### src/verilog/rtcam_pkg.sv
// Purpose: shared constants and types for the second alarm matcher
// Assumes: byte-wide register map, bcd timekeeping values
// Notes: offsets are register addresses on the serial bus register map
`default_nettype none
package rtcam_pkg;
	localparam logic [7:0] OFS_INT_EN = 8'h04;
	localparam logic [7:0] OFS_SECOND_ALARM_MINUTES = 8'h13;
	localparam logic [7:0] OFS_SECOND_ALARM_HOURS = 8'h14;
	localparam logic [7:0] OFS_ALM2_DAY_DATE = 8'h15;
	localparam logic [7:0] RST_REG = 8'h00;
	localparam int IRQ_EN_BIT = 1;
	localparam int MASK_BIT = 7;
	localparam int DAY_SEL_BIT = 6;
	localparam logic [7:0] SECONDS_ZERO = 8'h00;

	typedef struct packed {
		logic [7:0] seconds;
		logic [7:0] minutes;
		logic [7:0] hours;
		logic [7:0] day;
		logic [7:0] date;
	} rtcam_time_t;

	typedef struct packed {
		logic [7:0] addr;
		logic wr;
		logic rd;
		logic [7:0] wdata;
	} rtcam_reg_req_t;
endpackage
`default_nettype wire
### src/verilog/rtcam_matcher.sv
// Purpose: second time-of-day alarm: registers, mask decode and match event
// Assumes: timekeeping values and register requests synchronous to i_sys_clk
// Notes: the serial engine in front presents decoded byte reads and writes
`timescale 1ns/100ps
`default_nettype none

////////////////////////////////////////////////////////////////////////////////
// Overview of operation
// - all three masks set alarms every minute, minute mask clear matches minutes, hour mask clear adds hours.
// - with all masks clear the alarm needs minute, hour and the chosen day or date to match.
// - bit 6 of the day/date register picks the date of month when 0 and the weekday when 1.
// - with the enable bit in register 04h set, a match drives the shared interrupt pin.
// - bit 7 of each alarm register masks its field out of the comparison.
// - the hours register holds 24-hour tens in 5:4 and units in 3:0, bit 6 stored as written but left out of the match.
// - the day/date register holds tens 5:4, units 3:0, select in 6, mask in 7, reset zero.
module rtcam_matcher (
	input wire logic i_sys_clk,
	input wire logic i_reset_n,
	input wire rtcam_pkg::rtcam_reg_req_t i_reg_req,
	input wire rtcam_pkg::rtcam_time_t i_time,
	output logic [7:0] o_reg_rdata,
	output logic o_irq_out_or_ref_clock_in_n
);

	////////////////////////////////////////////////////////////////////////////
	// registers
	logic [7:0] alm_min_q, alm_min_d;
	logic [7:0] alm_hrs_q, alm_hrs_d;
	logic [7:0] alm_dd_q, alm_dd_d;
	logic alarm_two_irq_enable_q, alarm_two_irq_enable_d;
	logic [7:0] rdata_q, rdata_d;

	always_comb begin
		alm_min_d = alm_min_q;
		alm_hrs_d = alm_hrs_q;
		alm_dd_d = alm_dd_q;
		alarm_two_irq_enable_d = alarm_two_irq_enable_q;
		rdata_d = rdata_q;
		if (i_reg_req.wr) begin
			unique case (i_reg_req.addr)
				rtcam_pkg::OFS_SECOND_ALARM_MINUTES: alm_min_d = i_reg_req.wdata;
				// bit 6 is stored as written so software reads back what it wrote
				rtcam_pkg::OFS_SECOND_ALARM_HOURS: alm_hrs_d = i_reg_req.wdata;
				rtcam_pkg::OFS_ALM2_DAY_DATE: alm_dd_d = i_reg_req.wdata;
				rtcam_pkg::OFS_INT_EN: begin
					alarm_two_irq_enable_d = i_reg_req.wdata[rtcam_pkg::IRQ_EN_BIT];
				end
				default: begin
				end
			endcase
		end
		if (i_reg_req.rd) begin
			unique case (i_reg_req.addr)
				rtcam_pkg::OFS_SECOND_ALARM_MINUTES: rdata_d = alm_min_q;
				rtcam_pkg::OFS_SECOND_ALARM_HOURS: rdata_d = alm_hrs_q;
				rtcam_pkg::OFS_ALM2_DAY_DATE: rdata_d = alm_dd_q;
				rtcam_pkg::OFS_INT_EN: begin
					rdata_d = rtcam_pkg::RST_REG;
					rdata_d[rtcam_pkg::IRQ_EN_BIT] = alarm_two_irq_enable_q;
				end
				default: rdata_d = rtcam_pkg::RST_REG;
			endcase
		end
	end

	always_ff @(posedge i_sys_clk or negedge i_reset_n) begin
		if (!i_reset_n) begin
			alm_min_q <= rtcam_pkg::RST_REG;
			alm_hrs_q <= rtcam_pkg::RST_REG;
			alm_dd_q <= rtcam_pkg::RST_REG;
			alarm_two_irq_enable_q <= 1'b0;
			rdata_q <= rtcam_pkg::RST_REG;
		end else begin
			alm_min_q <= alm_min_d;
			alm_hrs_q <= alm_hrs_d;
			alm_dd_q <= alm_dd_d;
			alarm_two_irq_enable_q <= alarm_two_irq_enable_d;
			rdata_q <= rdata_d;
		end
	end

	////////////////////////////////////////////////////////////////////////////
	// match
	logic alarm_two_minute_mask, alarm_two_hour_mask, alarm_two_daydate_mask;
	logic day_or_date_select;
	logic min_ok, hr_ok, dd_ok, rollover, match;
	logic [7:0] sec_prev_q, sec_prev_d;
	logic irq_n_q, irq_n_d;

	assign alarm_two_minute_mask = alm_min_q[rtcam_pkg::MASK_BIT];
	assign alarm_two_hour_mask = alm_hrs_q[rtcam_pkg::MASK_BIT];
	assign alarm_two_daydate_mask = alm_dd_q[rtcam_pkg::MASK_BIT];
	assign day_or_date_select = alm_dd_q[rtcam_pkg::DAY_SEL_BIT];

	always_comb begin
		min_ok = alarm_two_minute_mask || (i_time.minutes[6:0] == alm_min_q[6:0]);
		hr_ok = alarm_two_hour_mask || (i_time.hours[5:0] == alm_hrs_q[5:0]);
		// select picks weekday or date of month for the low six bits
		if (day_or_date_select) begin
			dd_ok = (i_time.day[5:0] == alm_dd_q[5:0]);
		end else begin
			dd_ok = (i_time.date[5:0] == alm_dd_q[5:0]);
		end
		dd_ok = dd_ok || alarm_two_daydate_mask;
		// a single event per minute even though the time stands for a whole second
		rollover = (i_time.seconds == rtcam_pkg::SECONDS_ZERO)
			&& (sec_prev_q != rtcam_pkg::SECONDS_ZERO);
		match = rollover && min_ok && hr_ok && dd_ok;
		sec_prev_d = i_time.seconds;
		irq_n_d = !(match && alarm_two_irq_enable_q);
	end

	always_ff @(posedge i_sys_clk or negedge i_reset_n) begin
		if (!i_reset_n) begin
			sec_prev_q <= 8'h00;
			irq_n_q <= 1'b1;
		end else begin
			sec_prev_q <= sec_prev_d;
			irq_n_q <= irq_n_d;
		end
	end

	assign o_reg_rdata = rdata_q;
	assign o_irq_out_or_ref_clock_in_n = irq_n_q;

	////////////////////////////////////////////////////////////////////////////
	// checks
	property p_every_minute;
		@(posedge i_sys_clk) disable iff (!i_reset_n)
		(alm_min_q[7] && alm_hrs_q[7] && alm_dd_q[7] && alarm_two_irq_enable_q
			&& i_time.seconds == 8'h00 && sec_prev_q != 8'h00)
		|=> !o_irq_out_or_ref_clock_in_n;
	endproperty
	a_every_minute: assert property (p_every_minute) else $error("no per-minute alarm");

	property p_full_match;
		@(posedge i_sys_clk) disable iff (!i_reset_n)
		(!alm_min_q[7] && !alm_hrs_q[7] && !alm_dd_q[7]
			&& i_time.minutes[6:0] != alm_min_q[6:0])
		|=> o_irq_out_or_ref_clock_in_n;
	endproperty
	a_full_match: assert property (p_full_match) else $error("alarm on minute mismatch");

	property p_day_select;
		@(posedge i_sys_clk) disable iff (!i_reset_n)
		(!alm_dd_q[7] && alm_dd_q[6] && i_time.day[5:0] != alm_dd_q[5:0])
		|=> o_irq_out_or_ref_clock_in_n;
	endproperty
	a_day_select: assert property (p_day_select) else $error("alarm with weekday mismatch");

	property p_enable_gate;
		@(posedge i_sys_clk) disable iff (!i_reset_n)
		!alarm_two_irq_enable_q |=> o_irq_out_or_ref_clock_in_n;
	endproperty
	a_enable_gate: assert property (p_enable_gate) else $error("irq while disabled");

	property p_mask_hour;
		@(posedge i_sys_clk) disable iff (!i_reset_n)
		(alm_hrs_q[7] && !alm_min_q[7] && alm_dd_q[7] && rollover && alarm_two_irq_enable_q
			&& i_time.minutes[6:0] == alm_min_q[6:0])
		|=> !o_irq_out_or_ref_clock_in_n;
	endproperty
	a_mask_hour: assert property (p_mask_hour) else $error("masked field blocked alarm");

	property p_min_write;
		@(posedge i_sys_clk) disable iff (!i_reset_n)
		// write, one quiet cycle, then read back the same register
		(i_reg_req.wr && i_reg_req.addr == rtcam_pkg::OFS_SECOND_ALARM_MINUTES && !i_reg_req.rd)
		##1 !i_reg_req.wr
		##1 (i_reg_req.rd && i_reg_req.addr == rtcam_pkg::OFS_SECOND_ALARM_MINUTES && !i_reg_req.wr)
		|=> o_reg_rdata == $past(i_reg_req.wdata, 3);
	endproperty
	a_min_write: assert property (p_min_write) else $error("minutes readback wrong");

	property p_dd_write;
		@(posedge i_sys_clk) disable iff (!i_reset_n)
		(i_reg_req.wr && i_reg_req.addr == 8'h15) |=> alm_dd_q == $past(i_reg_req.wdata);
	endproperty
	a_dd_write: assert property (p_dd_write) else $error("day/date not stored");

	property p_single_event;
		@(posedge i_sys_clk) disable iff (!i_reset_n)
		!o_irq_out_or_ref_clock_in_n |=> o_irq_out_or_ref_clock_in_n [*2];
	endproperty
	a_single_event: assert property (p_single_event) else $error("alarm not single");

	property p_min_store;
		@(posedge i_sys_clk) disable iff (!i_reset_n)
		(i_reg_req.wr && i_reg_req.addr == rtcam_pkg::OFS_SECOND_ALARM_MINUTES)
		|=> alm_min_q == $past(i_reg_req.wdata);
	endproperty
	a_min_store: assert property (p_min_store) else $error("minutes not stored");

	property p_hrs_store;
		@(posedge i_sys_clk) disable iff (!i_reset_n)
		(i_reg_req.wr && i_reg_req.addr == rtcam_pkg::OFS_SECOND_ALARM_HOURS)
		|=> alm_hrs_q == $past(i_reg_req.wdata);
	endproperty
	a_hrs_store: assert property (p_hrs_store) else $error("hours not stored");

	property p_hour_match;
		@(posedge i_sys_clk) disable iff (!i_reset_n)
		(!alm_min_q[7] && !alm_hrs_q[7] && alm_dd_q[7] && rollover && alarm_two_irq_enable_q
			&& i_time.minutes[6:0] == alm_min_q[6:0] && i_time.hours[5:0] == alm_hrs_q[5:0])
		|=> !o_irq_out_or_ref_clock_in_n;
	endproperty
	a_hour_match: assert property (p_hour_match) else $error("hour and minute match missed");

	property p_date_select;
		@(posedge i_sys_clk) disable iff (!i_reset_n)
		(!alm_dd_q[7] && !alm_dd_q[6] && i_time.date[5:0] != alm_dd_q[5:0])
		|=> o_irq_out_or_ref_clock_in_n;
	endproperty
	a_date_select: assert property (p_date_select) else $error("alarm with date mismatch");

	property p_full_alarm;
		@(posedge i_sys_clk) disable iff (!i_reset_n)
		(!alm_min_q[7] && !alm_hrs_q[7] && !alm_dd_q[7] && rollover && alarm_two_irq_enable_q
			&& i_time.minutes[6:0] == alm_min_q[6:0] && i_time.hours[5:0] == alm_hrs_q[5:0]
			&& (alm_dd_q[6] ? i_time.day[5:0] : i_time.date[5:0]) == alm_dd_q[5:0])
		|=> !o_irq_out_or_ref_clock_in_n;
	endproperty
	a_full_alarm: assert property (p_full_alarm) else $error("full match missed");

	property p_needs_rollover;
		@(posedge i_sys_clk) disable iff (!i_reset_n)
		!(i_time.seconds == rtcam_pkg::SECONDS_ZERO && sec_prev_q != rtcam_pkg::SECONDS_ZERO)
		|=> o_irq_out_or_ref_clock_in_n;
	endproperty
	a_needs_rollover: assert property (p_needs_rollover) else $error("alarm off rollover");

endmodule
`default_nettype wire

### config.mk
export PLATFORM = sky130hd
export DESIGN_NAME = rtcam_matcher
export DESIGN_NICKNAME = d
export VERILOG_FILES = /design/src/verilog/rtcam_pkg.sv /design/src/verilog/rtcam_matcher.sv
export SDC_FILE = /design/constraint.sdc
export NUM_CORES = 1
export LEC_CHECK = 0
export ABC_AREA = 1
export BUFFER_PORTS_ARGS = -buffer_cell sky130_fd_sc_hd__buf_2
export CELL_PAD_IN_SITES_DETAIL_PLACEMENT = 1
export CELL_PAD_IN_SITES_GLOBAL_PLACEMENT = 1
export CORE_MARGIN = 2
export CORE_UTILIZATION = 30
export DETAILED_ROUTE_END_ITERATION = 8
export PLACE_DENSITY_LB_ADDON = 0.1
export SYNTH_ARGS = -nofsm -noshare
export SYNTH_HDL_FRONTEND = slang
export SYNTH_SLANG_ARGS = --single-unit
### constraint.sdc
create_clock -name i_sys_clk -period 1.35 [get_ports i_sys_clk]
set_input_delay 0.27 -clock i_sys_clk [delete_from_list [all_inputs] [get_ports i_sys_clk]]
set_output_delay 0.27 -clock i_sys_clk [all_outputs]
set_load 0.03 [all_outputs]
==> flow_metrics.env, run 1 <==
export IMPL_status="finished, final reports clean"
export IMPL_worst_slack_ns=0.0736
export IMPL_diodes=0
export IMPL_power_leakage_nw=1.75
export IMPL_cp_slowest_cell="dfstp_2"
export IMPL_ioPinCount=69
export IMPL_gp_congestion=0.748
export IMPL_die_x_um=94.0
export IMPL_startpoint="o_irq_out_or_ref_clock_in_n$_DFF_PN1_"
export IMPL_most_common_layout_cells="nand2_1, buf_2, inv_1, dfrtp_1, nor2_1"
export IMPL_synthMuxAreaShare_pct=0
export IMPL_grt_util_all_layers_pct=16.7
export IMPL_wl_per_cell_um=13.3
export IMPL_synthAdderAreaFrac_pct=0
export IMPL_final_common_cell="nand2_1"
export IMPL_drt_iter0_markers=49
export IMPL_final_setup_skew_ns=0.00551
export IMPL_relSlewSlack_pct=73.7
export IMPL_totalNegativeSetupSlack_ns=0
export IMPL_start_kind="flop"
export IMPL_synth_compound_area_share_pct=8.33
export IMPL_crit_family="flip-flops"
export IMPL_seq_area_frac_synth_pct=43.3
export IMPL_reg2reg_depth=9
export IMPL_clockBufferDepth=2
export IMPL_crit_path_max_fanout=1
export IMPL_htreeDepth=2
export IMPL_holdWs_ns=0.0736
export IMPL_remaining_drc_errors=0
export IMPL_synth_area_top_cells="dfrtp_1, nand2_1, inv_1"
export IMPL_antenna_left=0
export IMPL_initial_core_util_pct=31.2
export IMPL_synth_top_family_by_area="simple AND/OR/NAND/NOR gates"
export IMPL_fin_crit_ns=1.28
export IMPL_fin_crit_sh_pct=94.6
export IMPL_synth_nets=388
export IMPL_worstHoldPathType="in -> reg"
export IMPL_dr_pass1_iters=4
export IMPL_critical_path_buf_inv_count=1
export IMPL_dp_slack_ns=-0.0624
export IMPL_crit_cells=1
export IMPL_avgViaCountPerCell=4.45
export IMPL_core_area_mm2=0.00781
export IMPL_grt_overflow=0
export IMPL_min_path_cells=1
export IMPL_dieArea_mm2=0.00884
export IMPL_crit_path_cell_trace="buf_2"
export IMPL_power_density_mw_per_mm2=885
export IMPL_synth_simple_area_share_pct=37.7
export IMPL_place_hpwl_um=5350
export IMPL_total_power_mw=2.67
export IMPL_arrival_ns=1.01
export IMPL_setup_viol=0
export IMPL_hold_viol=0
export IMPL_rsz0062_at_grt="false"
export IMPL_placedCellCount=495
export IMPL_synth_cell_area_mm2=0.00243
export IMPL_ys_warnings_count=0
export IMPL_cts_clk_slew_worst_paths_ns=0.09
export IMPL_clock_root_buffer="clkbuf_8"
export IMPL_synth_top_cell_area_share_pct=42.2
export IMPL_synthCells=328
export IMPL_synth_area_leader_cell="dfrtp_1"
export IMPL_tightest_slew_ns=0.395
export IMPL_area_growth_pct=24.2
export IMPL_cts_sinks=42
export IMPL_final_util_pct=38.7
export IMPL_cts_tree="built"
export IMPL_synth_cell_types=24
export IMPL_first_global_vias=2323
export IMPL_ys_seq_elements=42
export IMPL_ir_drop_mv=0.354
export IMPL_stdcell_count=506
export IMPL_drv_slew=0
export IMPL_rr_startpoint="alm_dd_q[6]$_DFFE_PN0P_"
export IMPL_drv_cap=0
export IMPL_nets=463
export IMPL_min_from="i_time[35]"
export IMPL_grt_start_max_net_pins=43
export IMPL_cts_inserted_buffers=5
export IMPL_max_freq_mhz=783
export IMPL_crit_type="reg -> out"
export IMPL_critPathCaptureType="output pin"
export IMPL_dpl_cell_area_mm2=0.00290
export IMPL_crit_required_ns=1.08
export IMPL_synth_xor_area_share_pct=0.360
export IMPL_drive_gt1_share_pct=26.7
export IMPL_syn_area_per_cell_um2=7.42
export IMPL_vias=2253
export IMPL_stdcell_area_mm2=0.00302
export IMPL_cpPeakStageDelay_ns=0.52
export IMPL_antenna_found_initial=0
export IMPL_placementRows=32
export IMPL_grt_pass1_wl_um=11200
export IMPL_port_buffers=61
export IMPL_dieHeight_um=94.0
export IMPL_clock_latency_ns=0.31
export IMPL_wirelength_um=6740
==> layer usage <==
layer	global-route usage (%)	vias up	share of wire, %
li1	-	1156	-
met1	21.7	1053	46
met2	28.5	37	50
met3	2.97	7	3.1
met4	4.59	0	1.2
met5	0	-	0
==> worst paths after layout <==
| kind | slack (ns) | to |
|---|---|---|
| min reg2reg | 0.49 | o_reg_rdata[3]$_DFFE_PN0P_ |
| min in group asynchronous | 0.46 | alm_dd_q[2]$_DFFE_PN0P_ |
| min | 0.07 | sec_prev_q[3]$_DFF_PN0_ |
| max in group asynchronous | 0.63 | o_irq_out_or_ref_clock_in_n$_DFF_PN1_ |
| max reg2reg | 0.15 | o_irq_out_or_ref_clock_in_n$_DFF_PN1_ |
| max | 0.07 | o_irq_out_or_ref_clock_in_n |
==> synthesized netlist by cell type (all sizes together) <==
cell / instances
a21oi: 5
buf: 5
dfrtp: 41
dfstp: 1
inv: 49
nand2: 125
nand3: 28
nand4: 2
nor2: 40
nor3: 3
o21ai: 28
xnor2: 1
==> repair_timing <==
| item | 4_1_cts | 5_1_grt |
|---|---|---|
| resized for setup | 0 | 1 |
| setup buffers | 0 | 2 |
| hold endpoints to repair | 41 | 0 |
| hold buffers | 1 | 0 |
| setup endpoints to repair | 0 | 1 |
==> flip-flops by register name (all words and copies together) (netlist names) <==
signal                       flops
alm_dd_q                         8
alm_min_q                        8
sec_prev_q                       8
o_reg_rdata                      8
alm_hrs_q                        8
o_irq_out_or_ref_clock_in_n      1
alarm_two_irq_enable_q           1
==> cell families after synthesis <==
kind of cell           after synthesis
flip-flops                          42
AND/OR/NAND/NOR                    198
XOR/XNOR                             1
buffers and inverters               54
AO/OA/AOI/OAI                       33
==> power by group <==
group	leakage (nW)	switching [mW]	internal, mW
combinational	1.24	0.261	0.172
sequential	0.465	0.0400	1.32
clock	0.0447	0.503	0.374
total	1.75	0.804	1.87
==> final cells by class <==
class / instances / area, um2
flip-flops and latches: 42 / 1050
repair buffers: 73 / 435
inverters: 49 / 184
multi-input cells: 232 / 1130
fillers: 1031 / 4790
well taps: 102 / 128
clock buffers: 5 / 68.8
clock inverters: 3 / 25.0
Power figures use the tool's default switching activity.
==> run 2, diff against run 1 <==
GPL_TIMING_DRIVEN = 0   (was not set)
==> run 2 against run 1 <==
Combinational power fell by 8.1%. Power fell by 2.3%. Sequential share of layout area grew 0.73 points. Flip-flop and latch count unchanged. Via count is 1.3% lower. Sequential power hardly changed. Final cell count shrank 1.4%. Wire length hardly changed. Clock skew up 0.0052 ns. Core utilization is 0.75 points lower.
==> flow_metrics.env, run 2 (synthesis gave the netlist of run 1 again) <==
export IMPL_ir_drop_mv=0.355
export IMPL_status="finished, final reports clean"
export IMPL_fin_crit_sh_pct=93.5
export IMPL_holdWs_ns=0.0895
export IMPL_vias=2223
export IMPL_avgViaCountPerCell=4.45
export IMPL_power_leakage_nw=1.71
export IMPL_worstHoldPathType="in -> reg"
export IMPL_crit_family="flip-flops"
export IMPL_remaining_drc_errors=0
export IMPL_grt_overflow=0
export IMPL_antenna_found_initial=0
export IMPL_core_area_mm2=0.00781
export IMPL_cpPeakStageDelay_ns=0.52
export IMPL_drive_gt1_share_pct=25.9
export IMPL_ioPinCount=69
export IMPL_cts_tree="built"
export IMPL_placedCellCount=491
export IMPL_cts_sinks=42
export IMPL_initial_core_util_pct=31.2
export IMPL_antenna_left=0
export IMPL_start_kind="flop"
export IMPL_diodes=0
export IMPL_stdcell_count=499
export IMPL_fin_crit_ns=1.26
export IMPL_clock_latency_ns=0.29
export IMPL_crit_path_cell_trace="buf_2"
export IMPL_final_setup_skew_ns=0.0107
export IMPL_crit_type="reg -> out"
export IMPL_relSlewSlack_pct=34.4
export IMPL_critical_path_buf_inv_count=1
export IMPL_wl_per_cell_um=13.5
export IMPL_tightest_slew_ns=0.984
export IMPL_cts_inserted_buffers=5
export IMPL_worst_slack_ns=0.0876
export IMPL_port_buffers=61
export IMPL_setup_viol=0
export IMPL_hold_viol=0
export IMPL_grt_start_max_net_pins=43
export IMPL_first_global_vias=2281
export IMPL_rsz0062_at_grt="false"
export IMPL_place_hpwl_um=5410
export IMPL_crit_required_ns=1.08
export IMPL_clockBufferDepth=2
export IMPL_gp_congestion=0.773
export IMPL_htreeDepth=2
export IMPL_postCtsSetupRepairBufs=0
export IMPL_wirelength_um=6730
export IMPL_drt_iter0_markers=43
export IMPL_drv_slew=0
export IMPL_placementRows=32
export IMPL_dieArea_mm2=0.00884
export IMPL_max_freq_mhz=792
export IMPL_total_power_mw=2.61
export IMPL_most_common_layout_cells="nand2_1, buf_2, inv_1, dfrtp_1, nor2_1"
export IMPL_cp_slowest_cell="dfstp_2"
export IMPL_clock_root_buffer="clkbuf_8"
export IMPL_critPathCaptureType="output pin"
export IMPL_final_common_cell="nand2_1"
export IMPL_crit_path_max_fanout=1
export IMPL_dieHeight_um=94.0
export IMPL_final_util_pct=37.9
export IMPL_area_growth_pct=21.8
export IMPL_power_density_mw_per_mm2=882
export IMPL_cts_hold_buf=0
export IMPL_dr_pass1_iters=4
export IMPL_die_x_um=94.0
export IMPL_nets=456
export IMPL_arrival_ns=0.99
export IMPL_grt_util_all_layers_pct=16.5
export IMPL_drv_cap=0
export IMPL_dp_slack_ns=-0.120
export IMPL_cts_clk_slew_worst_paths_ns=0.09
export IMPL_grt_pass1_wl_um=11100
-- run 2: layout make-up --
cell class | instances | area, um2
plain buffers | 5 | 68.8
clock buffers | 5 | 68.8
clock inverters | 3 | 23.8
fillers | 1014 | 4850
inverters | 49 | 186
multi-input cells | 232 | 1130
flip-flops and latches | 42 | 1050
well taps | 102 | 128
repair buffers | 61 | 305
-- run 2: timing repair --
item                       4_1_cts  5_1_grt
cloned                           0        0
resized for setup                1        2
setup endpoints to repair        1        1
-- run 2: through the flow --
step / setup TNS (ns) / cell area, um2
floorplan: 0 / 2430
global placement: -1.54 / 2870
detailed placement: -2.01 / 2870
CTS: 0 / 2960
global route: 0 / 2960
finish: 0 / 2960
-- run 2: where the power goes --
| group | internal, mW | total (mW) | switching [mW] |
|---|---|---|---|
| logic | 0.149 | 0.398 | 0.248 |
| clock network | 0.370 | 0.843 | 0.473 |
| registers | 1.32 | 1.37 | 0.0471 |
| total | 1.84 | 2.61 | 0.768 |
-- run 2: final timing paths --
| kind | from | endpoint | slack, ns | cells after the start |
|---|---|---|---|---|
| setup / recovery | o_irq_out_or_ref_clock_in_n$_DFF_PN1_ | o_irq_out_or_ref_clock_in_n | 0.09 | 1 |
| hold / removal | i_time[32] | sec_prev_q[0]$_DFF_PN0_ | 0.09 | 1 |
| setup reg to reg | alm_dd_q[6]$_DFFE_PN0P_ | o_irq_out_or_ref_clock_in_n$_DFF_PN1_ | 0.11 | 8 |
| hold reg to reg | o_reg_rdata[7]$_DFFE_PN0P_ | o_reg_rdata[7]$_DFFE_PN0P_ | 0.49 | 2 |
| max in group asynchronous | i_reset_n | alm_dd_q[6]$_DFFE_PN0P_ | 0.56 | 1 |
| min in group asynchronous | i_reset_n | alm_dd_q[2]$_DFFE_PN0P_ | 0.13 | 1 |
-- run 2: per-layer routing --
metal	track usage, %	part of all wire (%)	vias up	wire (um)
met3	2.49	3.3	2	224
met2	29.5	51	45	3440
met4	3.62	0.53	0	36
met1	20.9	45	1037	3030
li1	-	-	1139	-
met5	0	0	-	0
-- run 2: worst register-to-register path: stages (launching register included) --
cell,delay (ns)
dfrtp_2,0.48
inv_4,0.13
nand2_1,0.08
nand3_1,0.08
nand2_1,0.06
nor2_1,0.12
nand3_1,0.11
nand2_1,0.07
nand2_1,0.06
==> run 3, diff against run 2 <==
HOLD_SLACK_MARGIN = 0.15   (was not set)
==> run 3 against run 2 <==
Die area unchanged. First-iteration DRC count unchanged. Clock power about the same. Combinational power up 5%. Count of clock-buffer cells in the layout unchanged. Via count up 0.81%. Clock skew up 0.0015 ns. Power up 0.85%. Largest cell class unchanged. Worst setup slack about the same. Non-clock buffer count up 8. Critical endpoint unchanged. Flip-flop and latch count unchanged. Sequential share of layout area down 0.99 points.
==> flow_metrics.env, run 3 (synthesis gave the netlist of run 1 again) <==
export IMPL_final_common_cell="nand2_1"
export IMPL_nets=464
export IMPL_critical_path_buf_inv_count=1
export IMPL_rsz0062_at_grt="false"
export IMPL_diodes=0
export IMPL_rr_endpoint="o_irq_out_or_ref_clock_in_n$_DFF_PN1_"
export IMPL_first_global_vias=2326
export IMPL_crit_type="reg -> out"
export IMPL_dpl_cell_area_mm2=0.00287
export IMPL_dieArea_mm2=0.00884
export IMPL_drive_gt1_share_pct=25.7
export IMPL_most_common_layout_cells="nand2_1, buf_2, inv_1, dfrtp_1, nor2_1"
export IMPL_r2r_setup_slack_ns=0.11
export IMPL_vias=2241
export IMPL_cts_clk_slew_worst_paths_ns=0.09
export IMPL_drt_iter0_markers=43
export IMPL_crit_path_cell_trace="buf_2"
export IMPL_grt_util_all_layers_pct=16.8
export IMPL_wirelength_um=6860
export IMPL_crit_required_ns=1.08
export IMPL_power_density_mw_per_mm2=865
export IMPL_area_growth_pct=25.3
export IMPL_avgViaCountPerCell=4.42
export IMPL_rr_startpoint="alm_dd_q[6]$_DFFE_PN0P_"
export IMPL_drv_slew=0
export IMPL_die_x_um=94.0
export IMPL_crit_path_max_fanout=1
export IMPL_grt_met3_usage_pct=2.49
export IMPL_critPathCaptureType="output pin"
export IMPL_hold_viol=0
export IMPL_grt_overflow=0
export IMPL_ir_drop_mv=0.354
export IMPL_busiest_layer="met2"
export IMPL_cts_sinks=42
export IMPL_power_leakage_nw=1.74
export IMPL_final_util_pct=39.0
export IMPL_grt_pass1_wl_um=11300
export IMPL_gr_usage_met1_pct=21.4
export IMPL_worst_slack_ns=0.0876
export IMPL_setup_viol=0
export IMPL_cp_slowest_cell="dfstp_2"
export IMPL_final_setup_skew_ns=0.0121
export IMPL_use_met2_pct=30.1
export IMPL_placementRows=32
export IMPL_port_buffers=61
export IMPL_antenna_left=0
export IMPL_htreeDepth=2
export IMPL_worstHoldPathType="in -> async"
export IMPL_relSlewSlack_pct=34.5
export IMPL_reg2reg_depth=8
export IMPL_antenna_found_initial=0
export IMPL_cpPeakStageDelay_ns=0.52
export IMPL_remaining_drc_errors=0
export IMPL_place_hpwl_um=5410
export IMPL_fin_crit_sh_pct=93.5
export IMPL_stdcell_area_mm2=0.00305
export IMPL_start_kind="flop"
export IMPL_dr_pass1_iters=4
export IMPL_cts_tree="built"
export IMPL_dp_slack_ns=-0.120
export IMPL_arrival_ns=0.99
export IMPL_crit_family="flip-flops"
export IMPL_totalNegativeSetupSlack_ns=0
export IMPL_tightest_slew_ns=0.982
export IMPL_status="finished, final reports clean"
export IMPL_cts_inserted_buffers=5
export IMPL_drv_cap=0
export IMPL_clockBufferDepth=2
export IMPL_fin_crit_ns=1.26
export IMPL_ioPinCount=69
export IMPL_total_power_mw=2.63
export IMPL_core_area_mm2=0.00781
export IMPL_dieHeight_um=94.0
export IMPL_gp_congestion=0.773
export IMPL_clock_root_buffer="clkbuf_8"
export IMPL_crit_cells=1
export IMPL_clock_latency_ns=0.29
export IMPL_wl_per_cell_um=13.5
export IMPL_grt_start_max_net_pins=43
export IMPL_initial_core_util_pct=31.2
export IMPL_max_freq_mhz=792
-- run 3: cell count changes in the layout (fill, tap and decap cells not counted), sizes merged --
cell,before,now
dlygate4sd3,0,8
-- run 3: how the worst max path moves through the flow --
stage | end | start | slack [ns]
floorplan | alm_hrs_q[0]$_DFFE_PN0P_ | i_reg_req[17] | 0.16
global placement | alm_hrs_q[0]$_DFFE_PN0P_ | i_reg_req[17] | -0.10
detailed placement | alm_hrs_q[1]$_DFFE_PN0P_ | i_reg_req[17] | -0.12
CTS | o_irq_out_or_ref_clock_in_n$_DFF_PN1_ | i_time[38] | 0.04
global route | o_irq_out_or_ref_clock_in_n$_DFF_PN1_ | alm_dd_q[6]$_DFFE_PN0P_ | 0.01
finish | o_irq_out_or_ref_clock_in_n | o_irq_out_or_ref_clock_in_n$_DFF_PN1_ | 0.09
-- run 3: metal layers --
layer | vias up | routed length (um)
li1 | 1155 | -
met1 | 1043 | 3070
met2 | 41 | 3550
met3 | 2 | 205
met4 | 0 | 35
met5 | - | 0
-- run 3: timing repair --
| action | CTS | global route |
|---|---|---|
| setup endpoints to repair | 1 | 1 |
| setup buffers | 0 | 0 |
| hold buffers | 8 | 0 |
| endpoints found under the hold margin | 8 | 0 |
| gates resized for setup | 1 | 3 |
-- run 3: layout make-up --
cell class                      count  area (um2)
Timing Repair Buffer               69         385
Inverter                           49         186
Sequential cell                    42        1050
Multi-Input combinational cell    232        1130
Fill cell                        1017        4760
Tap cell                          102         128
Clock buffer                        5        68.8
Buffer                              5        68.8
Clock inverter                      3        23.8
-- run 3: where the power goes --
group | total [mW] | switching [mW] | internal, mW | leakage [nW]
registers | 1.37 | 0.0469 | 1.32 | 0.464
logic | 0.417 | 0.252 | 0.165 | 1.24
clock network | 0.846 | 0.476 | 0.370 | 0.0408
-- run 3: per-stage QoR --
step / cells / hold WS [ns]
6_report: 507 / 0.134
5_1_grt: 507 / 0.196
4_1_cts: 507 / 0.169
3_5_place_dp: 491 / 0.396
3_3_place_gp: 491 / 0.393
2_1_floorplan: 328 / -0.0256
